### config.mk
export PLATFORM = sky130hd
export DESIGN_NAME = smsc_core
export DESIGN_NICKNAME = d
export VERILOG_FILES = /design/src/rtl/smsc_core.v
export VERILOG_INCLUDE_DIRS = /design/src /design/src/inc
export SDC_FILE = /design/constraint.sdc
export NUM_CORES = 1
export LEC_CHECK = 0
export BUFFER_PORTS_ARGS = -buffer_cell sky130_fd_sc_hd__buf_2
export CAP_MARGIN = 0
export CORE_MARGIN = 2
export CORE_UTILIZATION = 50
export DETAILED_ROUTE_END_ITERATION = 7
export PLACE_DENSITY = 0.76
export SLEW_MARGIN = 20
export SYNTH_ARGS = -nofsm -noshare
export SYNTH_HDL_FRONTEND = slang
export SYNTH_SLANG_ARGS = --single-unit
### constraint.sdc
create_clock -name clk -period 2.4 [get_ports clk]
set_input_delay 0.24 -clock clk [delete_from_list [all_inputs] [get_ports clk]]
set_output_delay 0.24 -clock clk [all_outputs]
set_load 0.03 [all_outputs]
### src/inc/smsc_consts.vh
// Register indices, field positions, reset values and timing counts
`ifndef SMSC_CONSTS_VH
`define SMSC_CONSTS_VH
`define SMSC_IDX_W          15
`define SMSC_IDX_CR0        15'h4030
`define SMSC_IDX_CR1        15'h4031
`define SMSC_IDX_DIV        15'h4032
`define SMSC_IDX_DATA       15'h4033
`define SMSC_IDX_IRQEN      15'h4034
`define SMSC_CR0_RESET      8'h0b
`define SMSC_CR1_RESET      8'h02
`define SMSC_DIV_RESET      8'h00
`define SMSC_DATA_RESET     8'h00
`define SMSC_CR0_BUSY       7
`define SMSC_CR0_MS         6
`define SMSC_CR0_PHASE      5
`define SMSC_CR0_IDLEPOL    4
`define SMSC_CR0_SELECTED   3
`define SMSC_CR0_RAWSEL     2
`define SMSC_CR0_SHEMPTY    1
`define SMSC_CR0_RXMT       0
`define SMSC_CR1_DONE       7
`define SMSC_CR1_COLL       6
`define SMSC_CR1_FAULT      5
`define SMSC_CR1_OVR        4
`define SMSC_CR1_MODE_HI    3
`define SMSC_CR1_MODE_LO    2
`define SMSC_CR1_TXMT       1
`define SMSC_CR1_EN         0
`define SMSC_MODE_3WIRE     2'b00
`define SMSC_MODE_4WIRE_IN  2'b01
`define SMSC_FRAME_EDGES    4'hf
`define SMSC_NSS_FILT       2'h2
`endif

### src/rtl/smsc_core.v
// Byte-wide SPI master/slave controller with a classic Wishbone register slave
//
// How it works
// RL1: Master-select 1 makes SCLK here; 0 shifts only on the remote SCLK.
// RL2: Data write fills transmit buffer, clears empty flag; idle shifter takes it.
// RL3: Eight-bit frames MSB first; master drives shifter top bit, captures MISO.
// RL4: Frame end moves received byte to buffer unless slave overrun, sets done and transmit-empty.
// RL5: Transmit-empty sets when buffer moves to shifter, clears on new write.
// RL6: Write while transmit-empty is 0 sets collision flag, buffer unchanged.
// RL7: Slave shifter holds still without SCLK, shifts only on the shift edge of each SCLK cycle.
// RL8: Slave frame end clears receive-empty; data read sets it again.
// RL9: Slave frame end with unread buffer sets overrun, keeps old byte.
// RL10: Interrupt when enabled and any event flag set; flags clear by writing 0.
// RL11: Master with select mode 01 and raw NSS low: fault, drop master, disable.
// RL12: Select mode 00 ignores NSS; mode 01 uses NSS as an input.
// RL13: Select mode 1X drives NSS with the low select-mode bit.
// RL14: Remote master holds NSS low five clocks before clocking.
// RL15: Phase and polarity pick sample edge, shift edge and idle level.
// RL16: Phase and polarity change only while disabled, same at both ends; CR0 writes set them even while enabled.
// RL17: SCLK is clk over 2*(divider+1); divider writable only while disabled.
// RL18: Busy reads 1 while a frame is in progress.
// RL19: Slave-selected follows filtered NSS low; raw NSS level readable too.
// RL20: Master reads shifter-empty and receive-empty as 1; slave shows loading.
// RL21: MISO released when disabled or an unselected four-wire slave.
// RL22: NSS synchronised and filtered before it frames the slave.
//
// The Wishbone slave port was chosen for this implementation.
`timescale 1ns/1ps
`include "smsc_consts.vh"

module smsc_core #(
    parameter ADDR_W = 17
) (
    // Clock and reset
    input  wire              clk,
    input  wire              rst_b,
    // Wishbone slave
    input  wire              wbCyc,
    input  wire              wbStb,
    input  wire              wbWe,
    input  wire [ADDR_W-1:0] wbAdr,
    input  wire [3:0]        wbSel,
    input  wire [31:0]       wbDatIn,
    output reg  [31:0]       wbDatOut,
    output reg               wbAck,
    // Interrupt
    output wire              irq,
    // Serial clock pin
    input  wire              sclkIn,
    output reg               sclkOut,
    output wire              sclkOe,
    // Master-out pin
    input  wire              mosiIn,
    output wire              mosiOut,
    output wire              mosiOe,
    // Master-in pin
    input  wire              misoIn,
    output wire              misoOut,
    output wire              misoOe,
    // Select pin
    input  wire              raw_select_level_b,
    output wire              nssOut,
    output wire              nssOe
);

    // Control and status
    reg        masterSel;
    reg        clockPhase;
    reg        clockIdlePolarity;
    reg  [1:0] selectPinMode;
    reg        controllerEnable;
    reg        transferDoneFlag;
    reg        writeCollisionFlag;
    reg        modeFaultFlag;
    reg        receiveOverrunFlag;
    reg        transmitEmptyFlag;
    reg        rxEmpty;
    reg        txPending;
    reg        serialIrqEnable;
    reg  [7:0] divider;
    reg  [7:0] txBuf;
    reg  [7:0] rxBuf;
    // Shift engine
    reg  [7:0] shifter;
    reg        sampleBit;
    reg  [3:0] edgeCnt;
    reg  [7:0] divCnt;
    reg        busy;
    reg        shifterLoaded;
    reg        sclkPrev;
    // Select input conditioning
    reg        nssMeta;
    reg        rawSelectLevel;
    reg        nssFiltered;
    reg  [1:0] nssStable;

    wire [`SMSC_IDX_W-1:0] idx = wbAdr[ADDR_W-1:2];
    wire take = wbCyc & wbStb & ~wbAck;
    wire wrLane = take & wbWe & wbSel[0];
    wire rdData = take & ~wbWe & (idx == `SMSC_IDX_DATA);
    wire [7:0] wd = wbDatIn[7:0];

    // Write strobes, one per mapped index; unmapped writes fall through
    reg wrCr0;
    reg wrCr1;
    reg wrDiv;
    reg wrData;
    reg wrIrq;
    always @* begin
        wrCr0 = 1'b0;
        wrCr1 = 1'b0;
        wrDiv = 1'b0;
        wrData = 1'b0;
        wrIrq = 1'b0;
        if (wrLane) begin
            case (idx)
                `SMSC_IDX_CR0: wrCr0 = 1'b1;
                `SMSC_IDX_CR1: wrCr1 = 1'b1;
                `SMSC_IDX_DIV: wrDiv = 1'b1;
                `SMSC_IDX_DATA: wrData = 1'b1;
                `SMSC_IDX_IRQEN: wrIrq = 1'b1;
                default: wrCr0 = 1'b0;
            endcase
        end
    end

    wire slaveSelected = ~nssFiltered;
    wire selInput = (selectPinMode == `SMSC_MODE_4WIRE_IN);
    wire isMaster = controllerEnable & masterSel;
    wire slaveFramed = controllerEnable & ~masterSel & (~selInput | slaveSelected); // RL12 RL22
    // Only an enabled master can fault; a disabled one owns no bus
    wire modeFault = isMaster & selInput & ~rawSelectLevel; // RL11

    // Edge events for both roles
    wire masterEdge = isMaster & busy & (divCnt == divider); // RL17
    wire slaveEdge = slaveFramed & (sclkIn != sclkPrev); // RL7
    wire edgeEv = masterEdge | slaveEdge; // RL1
    wire edgeLead = isMaster ? (sclkOut == clockIdlePolarity)
                             : (sclkPrev == clockIdlePolarity);
    // Phase 0 samples on leading edge; phase 1 on trailing edge
    reg rxCap;
    reg txShift;
    always @* begin
        rxCap = 1'b0;
        txShift = 1'b0;
        case (clockPhase)
            1'b0: begin
                rxCap = edgeEv & edgeLead; // RL15
                txShift = edgeEv & ~edgeLead; // RL15
            end
            1'b1: begin
                rxCap = edgeEv & ~edgeLead; // RL15
                txShift = edgeEv & edgeLead & (edgeCnt != 4'h0); // RL15
            end
            default: begin
                rxCap = 1'b0;
                txShift = 1'b0;
            end
        endcase
    end
    wire lastEdge = edgeEv & (edgeCnt == `SMSC_FRAME_EDGES);
    wire inBit = isMaster ? misoIn : mosiIn; // RL3
    wire [7:0] rxByte = {shifter[6:0], clockPhase ? inBit : sampleBit};
    // Pending byte tracked apart from the flag, which frame end sets early
    wire masterStart = isMaster & ~busy & txPending & ~modeFault; // RL2
    wire slaveLoad = slaveFramed & ~busy & txPending
                     & ~shifterLoaded; // RL2
    wire rxFree = rxEmpty | rdData;

    assign mosiOut = shifter[7]; // RL3
    assign mosiOe = isMaster;
    assign sclkOe = isMaster; // RL1
    assign misoOut = shifter[7];
    assign misoOe = controllerEnable & ~masterSel & (~selInput | slaveSelected); // RL21
    assign nssOut = selectPinMode[0]; // RL13
    assign nssOe = selectPinMode[1]; // RL13
    wire anyEvent = transferDoneFlag | writeCollisionFlag | modeFaultFlag
                    | receiveOverrunFlag;
    assign irq = serialIrqEnable & anyEvent; // RL10

    // Two stages then a short steadiness filter
    always @(posedge clk or negedge rst_b) begin
        if (!rst_b) begin
            nssMeta <= 1'b0;
            rawSelectLevel <= 1'b0;
            nssFiltered <= 1'b0;
            nssStable <= 2'h0;
        end else begin
            nssMeta <= raw_select_level_b;
            rawSelectLevel <= nssMeta;
            if (rawSelectLevel == nssFiltered) begin
                nssStable <= 2'h0;
            end else if (nssStable == `SMSC_NSS_FILT) begin
                nssFiltered <= rawSelectLevel; // RL22
                nssStable <= 2'h0;
            end else begin
                nssStable <= nssStable + 2'h1;
            end
        end
    end

    // Status bytes as software sees them
    wire [7:0] primaryStatus;
    wire [7:0] secondaryStatus;
    assign primaryStatus[`SMSC_CR0_BUSY]     = busy; // RL18
    assign primaryStatus[`SMSC_CR0_MS]       = masterSel;
    assign primaryStatus[`SMSC_CR0_PHASE]    = clockPhase;
    assign primaryStatus[`SMSC_CR0_IDLEPOL]  = clockIdlePolarity;
    assign primaryStatus[`SMSC_CR0_SELECTED] = slaveSelected; // RL19
    assign primaryStatus[`SMSC_CR0_RAWSEL]   = rawSelectLevel; // RL19
    assign primaryStatus[`SMSC_CR0_SHEMPTY]  = masterSel | ~(shifterLoaded | busy); // RL20
    assign primaryStatus[`SMSC_CR0_RXMT]     = masterSel | rxEmpty; // RL20
    assign secondaryStatus[`SMSC_CR1_DONE]    = transferDoneFlag;
    assign secondaryStatus[`SMSC_CR1_COLL]    = writeCollisionFlag;
    assign secondaryStatus[`SMSC_CR1_FAULT]   = modeFaultFlag;
    assign secondaryStatus[`SMSC_CR1_OVR]     = receiveOverrunFlag;
    assign secondaryStatus[`SMSC_CR1_MODE_HI] = selectPinMode[1];
    assign secondaryStatus[`SMSC_CR1_MODE_LO] = selectPinMode[0];
    assign secondaryStatus[`SMSC_CR1_TXMT]    = transmitEmptyFlag;
    assign secondaryStatus[`SMSC_CR1_EN]      = controllerEnable;

    // Read data chosen by index; unmapped indices read as zero
    reg [31:0] next_readData;
    always @* begin
        next_readData = 32'h0;
        case (idx)
            `SMSC_IDX_CR0: next_readData = {24'h0, primaryStatus};
            `SMSC_IDX_CR1: next_readData = {24'h0, secondaryStatus};
            `SMSC_IDX_DIV: next_readData = {24'h0, divider};
            `SMSC_IDX_DATA: next_readData = {24'h0, rxBuf}; // RL4
            `SMSC_IDX_IRQEN: next_readData = {31'h0, serialIrqEnable};
            default: next_readData = 32'h0;
        endcase
    end

    // Register bus answer: one wait state, unmapped reads as zero
    always @(posedge clk or negedge rst_b) begin
        if (!rst_b) begin
            wbAck <= 1'b0;
            wbDatOut <= 32'h0;
        end else begin
            wbAck <= take;
            if (take & ~wbWe) begin
                wbDatOut <= next_readData;
            end
        end
    end

    // Configuration and software-visible flags
    always @(posedge clk or negedge rst_b) begin
        if (!rst_b) begin
            masterSel <= 1'b0;
            clockPhase <= 1'b0;
            clockIdlePolarity <= 1'b0;
            selectPinMode <= `SMSC_MODE_3WIRE;
            controllerEnable <= 1'b0;
            transferDoneFlag <= 1'b0;
            writeCollisionFlag <= 1'b0;
            modeFaultFlag <= 1'b0;
            receiveOverrunFlag <= 1'b0;
            transmitEmptyFlag <= 1'b1;
            rxEmpty <= 1'b1;
            txPending <= 1'b0;
            serialIrqEnable <= 1'b0;
            divider <= `SMSC_DIV_RESET;
            txBuf <= `SMSC_DATA_RESET;
            rxBuf <= `SMSC_DATA_RESET;
        end else begin
            // Software writes first so hardware sets below win
            if (wrCr0) begin
                masterSel <= wd[`SMSC_CR0_MS];
                clockPhase <= wd[`SMSC_CR0_PHASE];
                clockIdlePolarity <= wd[`SMSC_CR0_IDLEPOL];
            end
            if (wrCr1) begin
                if (!wd[`SMSC_CR1_DONE]) transferDoneFlag <= 1'b0; // RL10
                if (!wd[`SMSC_CR1_COLL]) writeCollisionFlag <= 1'b0; // RL10
                if (!wd[`SMSC_CR1_FAULT]) modeFaultFlag <= 1'b0; // RL10
                if (!wd[`SMSC_CR1_OVR]) receiveOverrunFlag <= 1'b0; // RL10
                selectPinMode <= wd[`SMSC_CR1_MODE_HI:`SMSC_CR1_MODE_LO];
                controllerEnable <= wd[`SMSC_CR1_EN];
            end
            if (wrDiv & ~controllerEnable) divider <= wd; // RL17
            if (wrIrq) serialIrqEnable <= wd[0];
            if (wrData) begin
                if (transmitEmptyFlag) begin
                    txBuf <= wd; // RL2
                    transmitEmptyFlag <= 1'b0; // RL5
                    txPending <= 1'b1; // RL2
                end else begin
                    writeCollisionFlag <= 1'b1; // RL6
                end
            end
            if (rdData) rxEmpty <= 1'b1; // RL8
            if (masterStart | slaveLoad) begin
                transmitEmptyFlag <= 1'b1; // RL5
                txPending <= 1'b0;
            end
            if (lastEdge) begin
                transferDoneFlag <= 1'b1; // RL4
                transmitEmptyFlag <= 1'b1; // RL4
                if (isMaster) begin
                    rxBuf <= rxByte; // RL4
                end else if (rxFree) begin
                    rxBuf <= rxByte; // RL4
                    rxEmpty <= 1'b0; // RL8
                end else begin
                    receiveOverrunFlag <= 1'b1; // RL9
                end
            end
            if (modeFault) begin
                modeFaultFlag <= 1'b1; // RL11
                masterSel <= 1'b0; // RL11
                controllerEnable <= 1'b0; // RL11
            end
        end
    end

    // Shift engine shared by both roles
    always @(posedge clk or negedge rst_b) begin
        if (!rst_b) begin
            shifter <= 8'h00;
            sampleBit <= 1'b0;
            edgeCnt <= 4'h0;
            divCnt <= 8'h00;
            busy <= 1'b0;
            shifterLoaded <= 1'b0;
            sclkPrev <= 1'b0;
            sclkOut <= 1'b0;
        end else begin
            sclkPrev <= sclkIn;
            if (!controllerEnable | modeFault) begin
                // Abandon any frame and park the clock at idle
                busy <= 1'b0;
                edgeCnt <= 4'h0;
                divCnt <= 8'h00;
                shifterLoaded <= 1'b0;
                sclkOut <= clockIdlePolarity; // RL15
            end else if (!masterSel & ~slaveFramed) begin
                // Deselected slave restarts its frame count
                busy <= 1'b0;
                edgeCnt <= 4'h0;
                sclkOut <= clockIdlePolarity;
            end else begin
                if (masterStart) begin
                    shifter <= txBuf; // RL2
                    busy <= 1'b1; // RL18
                    divCnt <= 8'h00;
                end
                if (slaveLoad) begin
                    shifter <= txBuf; // RL2
                    shifterLoaded <= 1'b1; // RL20
                end
                if (!busy) sclkOut <= clockIdlePolarity;
                if (isMaster & busy) begin
                    if (masterEdge) begin
                        divCnt <= 8'h00;
                        sclkOut <= ~sclkOut; // RL17
                    end else begin
                        divCnt <= divCnt + 8'h01;
                    end
                end
                if (slaveEdge) begin
                    busy <= 1'b1; // RL18
                    shifterLoaded <= 1'b1; // RL20
                end
                if (rxCap) sampleBit <= inBit; // RL3
                if (txShift) shifter <= {shifter[6:0], sampleBit}; // RL3
                if (edgeEv) edgeCnt <= edgeCnt + 4'h1;
                if (lastEdge) begin
                    shifter <= rxByte;
                    busy <= 1'b0; // RL18
                    edgeCnt <= 4'h0;
                    shifterLoaded <= 1'b0;
                end
            end
        end
    end

endmodule // smsc_core

; ---- Yosys cells after proc, flatten, opt, wreduce, memory -nomap -nowiden
; Cells that the tools add are included.
[classes]
n_eq_ne = 16
n_shift = 0
reduce_logical = 25
n_addsub = 3
multipliers = 0
div_mod_pow = 0
bitwise = 56
n_mux = 77
n_lt_le_gt_ge = 0
[ops]
columns = cell, count
row1 = 8-bit two-way mux, 11
row2 = "15-bit == test, second input constant", 5
row3 = 1-bit two-way mux, 57
row4 = 8-bit case mux with 5 select lines, 1
row5 = 1-bit AND, 27
row6 = 1-bit inverter, 18
row7 = 4-bit two-way mux, 4
row8 = 2-bit AND reduction, 8
row9 = 4-bit nonzero test, 4
row10 = 2-bit nonzero test, 6
row11 = 1-bit OR, 11
row12 = "8-bit by 1-bit adder with 8-bit output, second input constant", 1
row13 = 8-bit == test, 1
row14 = 3-bit AND reduction, 2
row15 = 3-bit nonzero test, 2
row16 = 5-bit nonzero test, 1
row17 = "4-bit by 1-bit adder with 4-bit output, second input constant", 1
row18 = "4-bit == test, second input constant", 1
row19 = 2-bit two-way mux, 2
row20 = "2-bit by 1-bit != test with 1-bit output, second input constant", 2
row21 = 1-bit case mux with 2 select lines, 2
row22 = 1-bit == test, 3
row23 = "2-bit by 1-bit adder with 2-bit output, second input constant", 1
row24 = "2-bit by 1-bit == test with 1-bit output, second input constant", 1
row25 = other kinds (4), 5
[totals]
ram_bits = 0
inputBits = 62
rom_bits = 0
latchBits = 0
n_memories = 0
reg_bits = 101

; ---- Depth between registers and ports, before layout
; Gate-level depths: netlist of run 1.
[depth]
ltp_word = 12
mapped_depth = 9
depth_no_buf = 8

; ---- Worst setup path before layout of run 1
; No wires, ideal clock.
[synth_path]
kind = reg2reg
startpoint = register controllerEnable
endpoint = register rxBuf[0]
slack_ps = 144
path_stages_with_launch = 9
n_path_buf = 1
t_arrival_ps = 2131
setup_ps = 125
cell_sequence = dfrtp_1 -> buf_2 -> nand2_1 -> clkinv_1 -> nand2_1 -> o31ai_4 -> nand2_1 -> a21oi_2 -> mux2_2
[synth_between]
elab_chain_cells = 6
elab_cells_between_ends = 14
[synth_rtl]
columns = item, line
row1 = from (decl), smsc_core.v:71  ; reg controllerEnable;
row2 = from (signal assigned), smsc_core.v:281  ; controllerEnable <= wd[`SMSC_CR1_EN];
row3 = 1-bit AND (*), smsc_core.v:129  ; wire isMaster = controllerEnable & masterSel;
row4 = net mosiOe, smsc_core.v:55  ; output wire mosiOe,
row5 = 1-bit AND (2 in a row), smsc_core.v:135  ; wire masterEdge = isMaster & busy & (divCnt == divider);
row6 = 1-bit OR, smsc_core.v:137  ; wire edgeEv = masterEdge | slaveEdge;
row7 = 1-bit AND, smsc_core.v:161  ; wire lastEdge = edgeEv & (edgeCnt == `SMSC_FRAME_EDGES);
row8 = 2-bit AND reduction (no line), -
row9 = to (signal assigned), smsc_core.v:267  ; rxBuf <= `SMSC_DATA_RESET;
row10 = to (signal assigned), smsc_core.v:303  ; rxBuf <= rxByte;
row11 = to (signal assigned), smsc_core.v:305  ; rxBuf <= rxByte;
row12 = to (decl), smsc_core.v:82  ; reg [7:0] rxBuf;
; The timed path passes the listed nets; every way through them passes the cells marked *. The select of a mux whose other input is x is not followed.
; A chain may end at the register's enable or synchronous reset.

; ---- Worst setup path in the final report of run 1
[layout_path]
startpoint = register divider[1]
endpoint = register rxBuf[2]
[layout_between]
elab_chain_cells = 5
[layout_rtl]
columns = item, line
row1 = from (decl), smsc_core.v:80  ; reg [7:0] divider;
row2 = from (signal assigned), smsc_core.v:265  ; divider <= `SMSC_DIV_RESET;
row3 = from (signal assigned), smsc_core.v:283  ; if (wrDiv & ~controllerEnable) divider <= wd;
row4 = 8-bit == test, smsc_core.v:135
row5 = 1-bit AND, smsc_core.v:135
row6 = 1-bit OR, smsc_core.v:137
row7 = 1-bit AND, smsc_core.v:161
row8 = 2-bit AND reduction (no line), -
; Every way passes these cells.

==> results of run 1 <==
==> power breakdown <==
part / internal (W) / leakage (nW) / switching, W
clock network: 0.000522 / 0.105 / 0.000505
logic: 0.0000674 / 1.11 / 0.000133
registers: 0.00132 / 0.998 / 0.0000277
total: 0.00191 / 2.21 / 0.000666
==> worst max-delay path, stage by stage (launching register included) <==
cell	delay, ns
dfrtp_1	0.44
xnor2_1	0.18
nand4_1	0.22
o31ai_4	0.43
nand2_1	0.21
a21oi_2	0.15
buf_4	0.19
mux2_2	0.34
==> layout make-up <==
cell class	count	area [um^2]	share of cell area
clock buffer	11	141	0.0304
clock inverter	5	65.1	0.0140
inverter	11	41.3	0.00888
multi-input combinational	283	1960	0.422
sequential	77	1930	0.415
tap	102	128	0.0274
timing repair buffer	67	383	0.0823
==> sequential cells by signal, indices dropped and copies added, names as in the netlist, 2 cells and up <==
name	count
txBuf	8
nssStable	2
shifter	8
rxBuf	8
edgeCnt	4
wbDatOut	8
selectPinMode	2
divCnt	8
divider	8
==> stage by stage <==
step           instances  setup TNS, ns
6_report             556              0
5_1_grt              556              0
4_1_cts              556              0
3_5_place_dp         539     -0.0000140
3_3_place_gp         539              0
2_1_floorplan        408              0
==> routing by layer <==
layer,part of all wire,wire [um],vias to the layer above
met5,0,0,-
met4,0.019,178,0
met3,0.074,688,15
met2,0.47,4380,144
met1,0.44,4100,1564
li1,-,-,1447
==> worst min path at each step <==
stage | startpoint | end | slack, ns | cells past startpoint
floorplan | rst_b | busy$_DFFE_PN0P_ | -0.06 | 0
global placement | nssMeta$_DFF_PN0_ | rawSelectLevel$_DFF_PN0_ | 0.33 | 0
detailed placement | nssMeta$_DFF_PN0_ | rawSelectLevel$_DFF_PN0_ | 0.34 | 0
CTS | sclkIn | sclkPrev$_DFF_PN0_ | 0.01 | 1
global route | sclkIn | sclkPrev$_DFF_PN0_ | 0.02 | 1
finish | rst_b | shifter[7]$_DFFE_PN0P_ | 0.008 | 1
==> cell families after synthesis <==
family | Yosys count
simple gates | 135
compound gates | 65
fa+ha+maj | 3
buf+inv | 48
other cells | 1
mux | 40
flops | 77
xor+xnor | 16
==> cells in the final DEF, fill, tap and decap left out, types with 4 or more instances in the layout <==
cell	netlist	routed
dfrtp_1	75	74
buf_2	3	49
nand2_1	44	44
mux2_2	28	28
nor2_1	24	24
conb_1	1	24
o21ai_0	19	19
buf_4	26	17
nand3_1	15	15
xnor2_1	12	12
clkbuf_8	0	10
inv_1	9	9
a21oi_1	9	9
nor3_1	8	8
or3_1	8	8
o211a_1	6	6
mux4_2	6	6
nand4_1	5	5
and3_1	5	5
nor2b_1	4	4
xor2_1	4	4
mux2i_1	4	4
==> what timing repair did <==
item / 4_1_cts / 5_1_grt
setup endpoints to repair: 0 / 9
hold buffers: 1 / 0
endpoints found under the hold margin: 1 / 0
resized for setup: 0 / 2
==> results.md, run 1 <==
- Status: finished, final reports clean
- Area share of the largest cell type after synthesis: 0.460
- Via density: 5.70
- Clock Sinks: 77
- Largest net degree at the start of global routing: 78
- CTS Buffer Depth: 2
- DR WL/cell: 16.8 um
- Grt ovf: 0
- Clk_lat worst skew: 0.36 ns
- Fin area: 4650 um^2
- Final Util: 0.596
- DRC Markers: 0
- Most frequent cell after synthesis: dfrtp_1
- Average size of a mapped cell: 10.6 um^2
- Layout cells sized above 1: 0.286
- Synthesis Warnings: 0
- Die H: 94.3 um
- Kind of critical path: flip-flop to flip-flop
- Starting DRT DRC Count: 301
- R2r worst-path depth: 7
- PortBufs: 50
- Final Skew: 0.0109 ns
- Vias in the first global route: 3011
- Ys async rst share: 1.00
- # setup viols final: 0
- Pwr per Cell Area: 554 nW/um^2
- Post-Synth XOR/XNOR Area: 0.0344
- First-pass GRT wire length: 15000 um
- Post-Synthesis Cells: 385
- Sequential area share after synthesis: 0.473
- Data arrival, critical path: 2.52 ns
- Initial core utilization: 0.522
- H-tree Lvls: 3
- Post-detail-place hpwl: 6940 um
- TritonCTS clock tree: done
- Worst-Margin Slew: 0.975 ns
- Clk pin slew, worst setup/hold paths: 0.09 ns
- Final layout net count: 514
- Clk root buf: clkbuf_8
- First-pass DRT Iterations: 5
- Worst reg2reg path startpoint: divider[1]$_DFFE_PN0P_
- RSZ-0062 raised after global routing: false
- Max Cap Viol: 0
- Worst r2r dst: rxBuf[2]$_DFFE_PN0P_
- GPL Wtd Cong: 0.860
- Pwr Total: 0.00258 W
- Flops & latches, synth: 77
- Global route hottest layer: met2
- Post-route antenna net violation count: 0
- Worst setup margin: 0.124 ns
- Row Count: 32
- Critical Path RT: 2.64 ns
- Initial antenna violation count: 0
- Lkg Pwr: 2.21 nW
- Floorplan Core Area: 7810 um^2
- Achievable clock frequency: 439 MHz
- Yosys top cell by area: dfrtp_1
- Crit end category: flip-flop
- Synth unique cells: 61
- CTS buffer count: 9
- Fillers: 649
- Setup Buffers After CTS: 0
- DR vias: 3170
- Worst setup endpoint: rxBuf[2]$_DFFE_PN0P_
- Endpoints failing hold: 0
- R2R Setup Slk: 0.12 ns
- Routed wire length: 9340 um
- Aggregate global-route resource usage: 0.223
- Worst VDD drop: 0.383 mV
- Post-synth EDFFs: 0
- Most instantiated cells after synthesis: dfrtp_1, nand2_1, mux2_2, buf_4, nor2_1
- GRT met1 Usage: 0.315
- Period utilization: 0.948
- Synth area leaders: dfrtp_1, mux2_2, buf_4, nand2_1, mux4_2
- Post-Syn Area: 4080 um^2
- Post-synthesis mux area share: 0.126
- Final slew viol count: 0
- CP max FO: 8
- CP startpoint kind: flip-flop
- Complex-gate fraction of the synthesized area: 0.113
- Synth Area in Adders: 0.00920
- # diodes: 0
- Chip width: 94.3 um
- Die area: 8900 um^2
- Placed cell area: 4430 um^2
- Global routing usage on met3: 0.0530
- Clock period minus worst slack: 2.28 ns
- I/O Pins: 104
- Smallest hold slack: 0.00825 ns
- Area grow syn2layout: 14.0%
- Dpl ws: -0.0000140 ns
- Slew margin rel.: 0.350
- Met2 Use GR: 0.343
- Largest family of logic cells by synthesized area: simple AND/OR/NAND/NOR gates
- Setup crit start: divider[1]$_DFFE_PN0P_
- Simple-gate share of the synthesized area: 0.174
- Synth Flop Type: dfrtp_1
- Hold crit path type: input port to async pin
No activity file was read; power rests on OpenSTA's default activity.
==> run 2, diff against run 1 <==
Settings changed: ABC_AREA set to 1.
Clock period 2.4 ns to 2.75 ns, I/O delays scaled along.
==> run 2 against run 1 <==
- routed wire length grew 2.0%
- utilization shrank 2.6 points
- fmax grew 16%
- clock skew shrank 0.0053 ns
- sequential power shrank 6%
- combinational power grew 78%
- synthesized cell count grew 33%
- total power shrank 3.6%
- sequential share of layout area shrank 0.26 points
- non-clock buffer count shrank 15
- critical endpoint is now shifter[3]$_DFFE_PN0P_
- largest cell class is now sequential cells
==> results.md, run 2 <==
- Most instantiated cells after synthesis: nand2_1, dfrtp_1, inv_1, nand3_1, o21ai_0 (was dfrtp_1, nand2_1, mux2_2, buf_4, nor2_1)
- Hold_buf cts: 0 (was 1)
- GPL Wtd Cong: 0.922 (was 0.860)
- R2r worst-path depth: 9 (was 7)
- Kind of critical path: flip-flop to flip-flop (unchanged)
- Hold Crit Depth: 1
- Metal2 WL: 4370 um (was 4380 um)
- Post-route antenna net violation count: 0 (unchanged)
- Area grow syn2layout: 10.4% (was 14.0%)
- Ys async rst share: 1.00 (unchanged)
- Clk pin slew, worst setup/hold paths: 0.08 ns (was 0.09 ns)
- Post-Syn Area: 4240 um^2 (was 4080 um^2)
- Worst-Margin Slew: 0.952 ns (was 0.975 ns)
- Data arrival, critical path: 2.24 ns (was 2.52 ns)
- Clock Sinks: 77 (unchanged)
- Yosys top cell by area: dfrtp_1 (unchanged)
- Average size of a mapped cell: 8.29 um^2 (was 10.6 um^2)
- Metal1 wirelength: 4320 um (was 4100 um)
- Worst reg2reg path startpoint: controllerEnable$_DFFE_PN0P_ (was divider[1]$_DFFE_PN0P_)
- Largest net degree at the start of global routing: 78 (unchanged)
- Endpoints failing hold: 0 (unchanged)
- Layout cells sized above 1: 0.200 (was 0.286)
- Initial core utilization: 0.516 (was 0.522)
- Routed wire length: 9530 um (was 9340 um)
- First-pass DRT Iterations: 5 (unchanged)
- Worst hold start: raw_select_level_b
- Flops & latches, synth: 77 (unchanged)
- CTS buffer count: 9 (unchanged)
- DR vias: 3526 (was 3170)
- Post-detail-place hpwl: 7140 um (was 6940 um)
- Routed wl met3: 517 um (was 688 um)
- Sequential area share after synthesis: 0.455 (was 0.473)
- Net Switching: 0.000743 W (was 0.000666 W)
- Synth Flop Type: dfrtp_1 (unchanged)
- DR WL/cell: 14.1 um (was 16.8 um)
- PortBufs: 50 (unchanged)
- Starting DRT DRC Count: 202 (was 301)
- Simple-gate share of the synthesized area: 0.267 (was 0.174)
- Achievable clock frequency: 512 MHz (was 439 MHz)
- Setup Buffers After CTS: 0 (unchanged)
- Clock period minus worst slack: 1.95 ns (was 2.28 ns)
- FF/Latch Area: 1930 um^2 (about the same)
- Sum Neg Setup Slack: 0 ns (unchanged)
- Final layout net count: 629 (was 514)
- # diodes: 0 (unchanged)
- Synth area leaders: dfrtp_1, nand2_1, inv_1, nand3_1, buf_4 (was dfrtp_1, mux2_2, buf_4, nand2_1, mux4_2)
- Critical Path RT: 3.04 ns (was 2.64 ns)
- Switch share: 0.299 (was 0.258)
- Largest family of logic cells by synthesized area: simple AND/OR/NAND/NOR gates (unchanged)
- DRC Markers: 0 (unchanged)
- Internal: 0.00174 W (was 0.00191 W)
- Area share of the largest cell type after synthesis: 0.443 (was 0.460)
- Final Skew: 0.00556 ns (was 0.0109 ns)
- Multi-input logic area: 1900 um^2 (was 1960 um^2)
- CTS Buffer Depth: 2 (unchanged)
- Post-synthesis mux area share: 0.00236 (was 0.126)
- Post-synth EDFFs: 0 (unchanged)
- Post-Synthesis Cells: 511 (was 385)
- Floorplan Core Area: 8220 um^2 (was 7810 um^2)
- Complex-gate fraction of the synthesized area: 0.129 (was 0.113)
- CP startpoint kind: flip-flop (unchanged)
- Vias in the first global route: 3244 (was 3011)
- Hold crit path type: input port to flip-flop (was input port to async pin)
- Grt ovf: 0 (unchanged)
- Smallest hold slack: 0.0251 ns (was 0.00825 ns)
- Commonest cells after routing, fill and taps aside: nand2_1, dfrtp_1, inv_1, buf_2, nand3_1 (was dfrtp_1, buf_2, nand2_1, mux2_2)
- Slew margin rel.: 0.366 (was 0.350)
- Lkg Pwr: 2.35 nW (was 2.21 nW)
- Post-Synth XOR/XNOR Area: 0.0186 (was 0.0344)
- Clk root buf: clkbuf_8 (unchanged)
- Initial antenna violation count: 0 (unchanged)
- Worst r2r dst: shifter[3]$_DFFE_PN0P_ (was rxBuf[2]$_DFFE_PN0P_)
- Worst VDD drop: 0.269 mV (was 0.383 mV)
- Worst Hold End: nssMeta$_DFF_PN0_
- TritonCTS clock tree: done (unchanged)
- Clock Power Share: 0.346 (was 0.399)
- H-tree Lvls: 3 (unchanged)
- Most common cell after layout, fill and taps aside: nand2_1 (was dfrtp_1)
- Resize count post-CTS: 0 (unchanged)
- Sequential cell fraction of total power: 0.510 (was 0.524)
- CP max FO: 10 (was 8)
- Final slew viol count: 0 (unchanged)
- Period utilization: 0.711 (was 0.948)
- Synth unique cells: 48 (was 61)
- Aggregate global-route resource usage: 0.221 (was 0.223)
- Status: finished, final reports clean (unchanged)
- Clk_lat worst skew: 0.35 ns (was 0.36 ns)
- Synthesis Warnings: 0 (unchanged)
- Chip width: 96.1 um (was 94.3 um)
- Max Cap Viol: 0 (unchanged)
- Via density: 5.23 (was 5.70)
- Synth Area in Adders: 0.00886 (was 0.00920)
- Max Used Layer: met4 (unchanged)
- Pwr per Cell Area: 532 nW/um^2 (was 554 nW/um^2)
- I/O Pins: 104 (unchanged)
- R2R Setup Slk: 0.80 ns (was 0.12 ns)
- Row Count: 33 (was 32)
- Crit end category: flip-flop (unchanged)
- Die H: 96.1 um (was 94.3 um)
- Fillers: 754 (was 649)
- Gate power share: 0.144 (was 0.078)
- First-pass GRT wire length: 15400 um (was 15000 um)
- Most frequent cell after synthesis: nand2_1 (was dfrtp_1)
- RSZ-0062 raised after global routing: false (unchanged)
- # setup viols final: 0 (unchanged)
- Die area: 9230 um^2 (was 8900 um^2)
-- run 2: through the flow --
stage	instance area, um^2	util	instances	worst slack [ns]	power [W]
CTS	4680	0.569	674	0.796	0.00251
global placement	4480	0.545	658	0.732	0.00163
floorplan	4320	-	534	0.938	0.00156
global route	4680	0.569	674	0.498	0.00262
finish	4680	0.569	674	0.796	0.00249
detailed placement	4480	0.545	658	0.673	0.00165
-- run 2: power by group through the flow --
stage               sequential [W]  combinational, W  clock [W]
global route               0.00128          0.000407   0.000927
detailed placement         0.00129          0.000356          0
CTS                        0.00127          0.000359   0.000879
global placement           0.00129          0.000344          0
finish                     0.00127          0.000357   0.000861
floorplan                  0.00128          0.000285          0
-- run 2: layout make-up --
class                      count  share of cell area
clock buffer                   9              0.0265
clock inverter                 7              0.0158
inverter                      66              0.0543
multi-input combinational    358               0.406
sequential                    77               0.413
tap                          105              0.0281
timing repair buffer          52              0.0572
-- run 2: how the worst max path moves through the flow --
stage                            startpoint                     end
2_1_floorplan  selectPinMode[0]$_DFFE_PN0N_    rxBuf[5]$_DFFE_PN0P_
3_3_place_gp                       wbAdr[9]    txBuf[4]$_DFFE_PN0P_
3_5_place_dp                       wbAdr[4]    txBuf[2]$_DFFE_PN0P_
4_1_cts                     wbAck$_DFF_PN0_    txBuf[2]$_DFFE_PN0P_
5_1_grt                     wbAck$_DFF_PN0_    txBuf[2]$_DFFE_PN0P_
6_report       controllerEnable$_DFFE_PN0P_  shifter[3]$_DFFE_PN0P_
-- run 2: cell families (layout without fill, tap and decap cells) --
logic type,Yosys count,in the layout
AND/OR/NAND/NOR,236,236
buffers and inverters,99,134
AO/OA/AOI/OAI,85,85
flip-flops,77,77
XOR/XNOR,9,9
adder cells (fa/ha/maj),3,3
other,1,24
multiplexers,1,1
-- run 2: layer usage --
| metal | up-vias | global-route usage |
|---|---|---|
| li1 | 1731 | - |
| met1 | 1649 | 0.295 |
| met2 | 122 | 0.347 |
| met3 | 24 | 0.0360 |
| met4 | 0 | 0.115 |
| met5 | - | 0 |
-- run 2: worst max-delay path, stage by stage (launching register included) --
cell and delay, ns:
dfrtp_1 0.45, nand2_4 0.16, nor2_2 0.06, nand2_2 0.13
nand2_1 0.10, a21oi_2 0.40, inv_1 0.18, a21oi_4 0.25
nand2_1 0.09, nand2_1 0.07
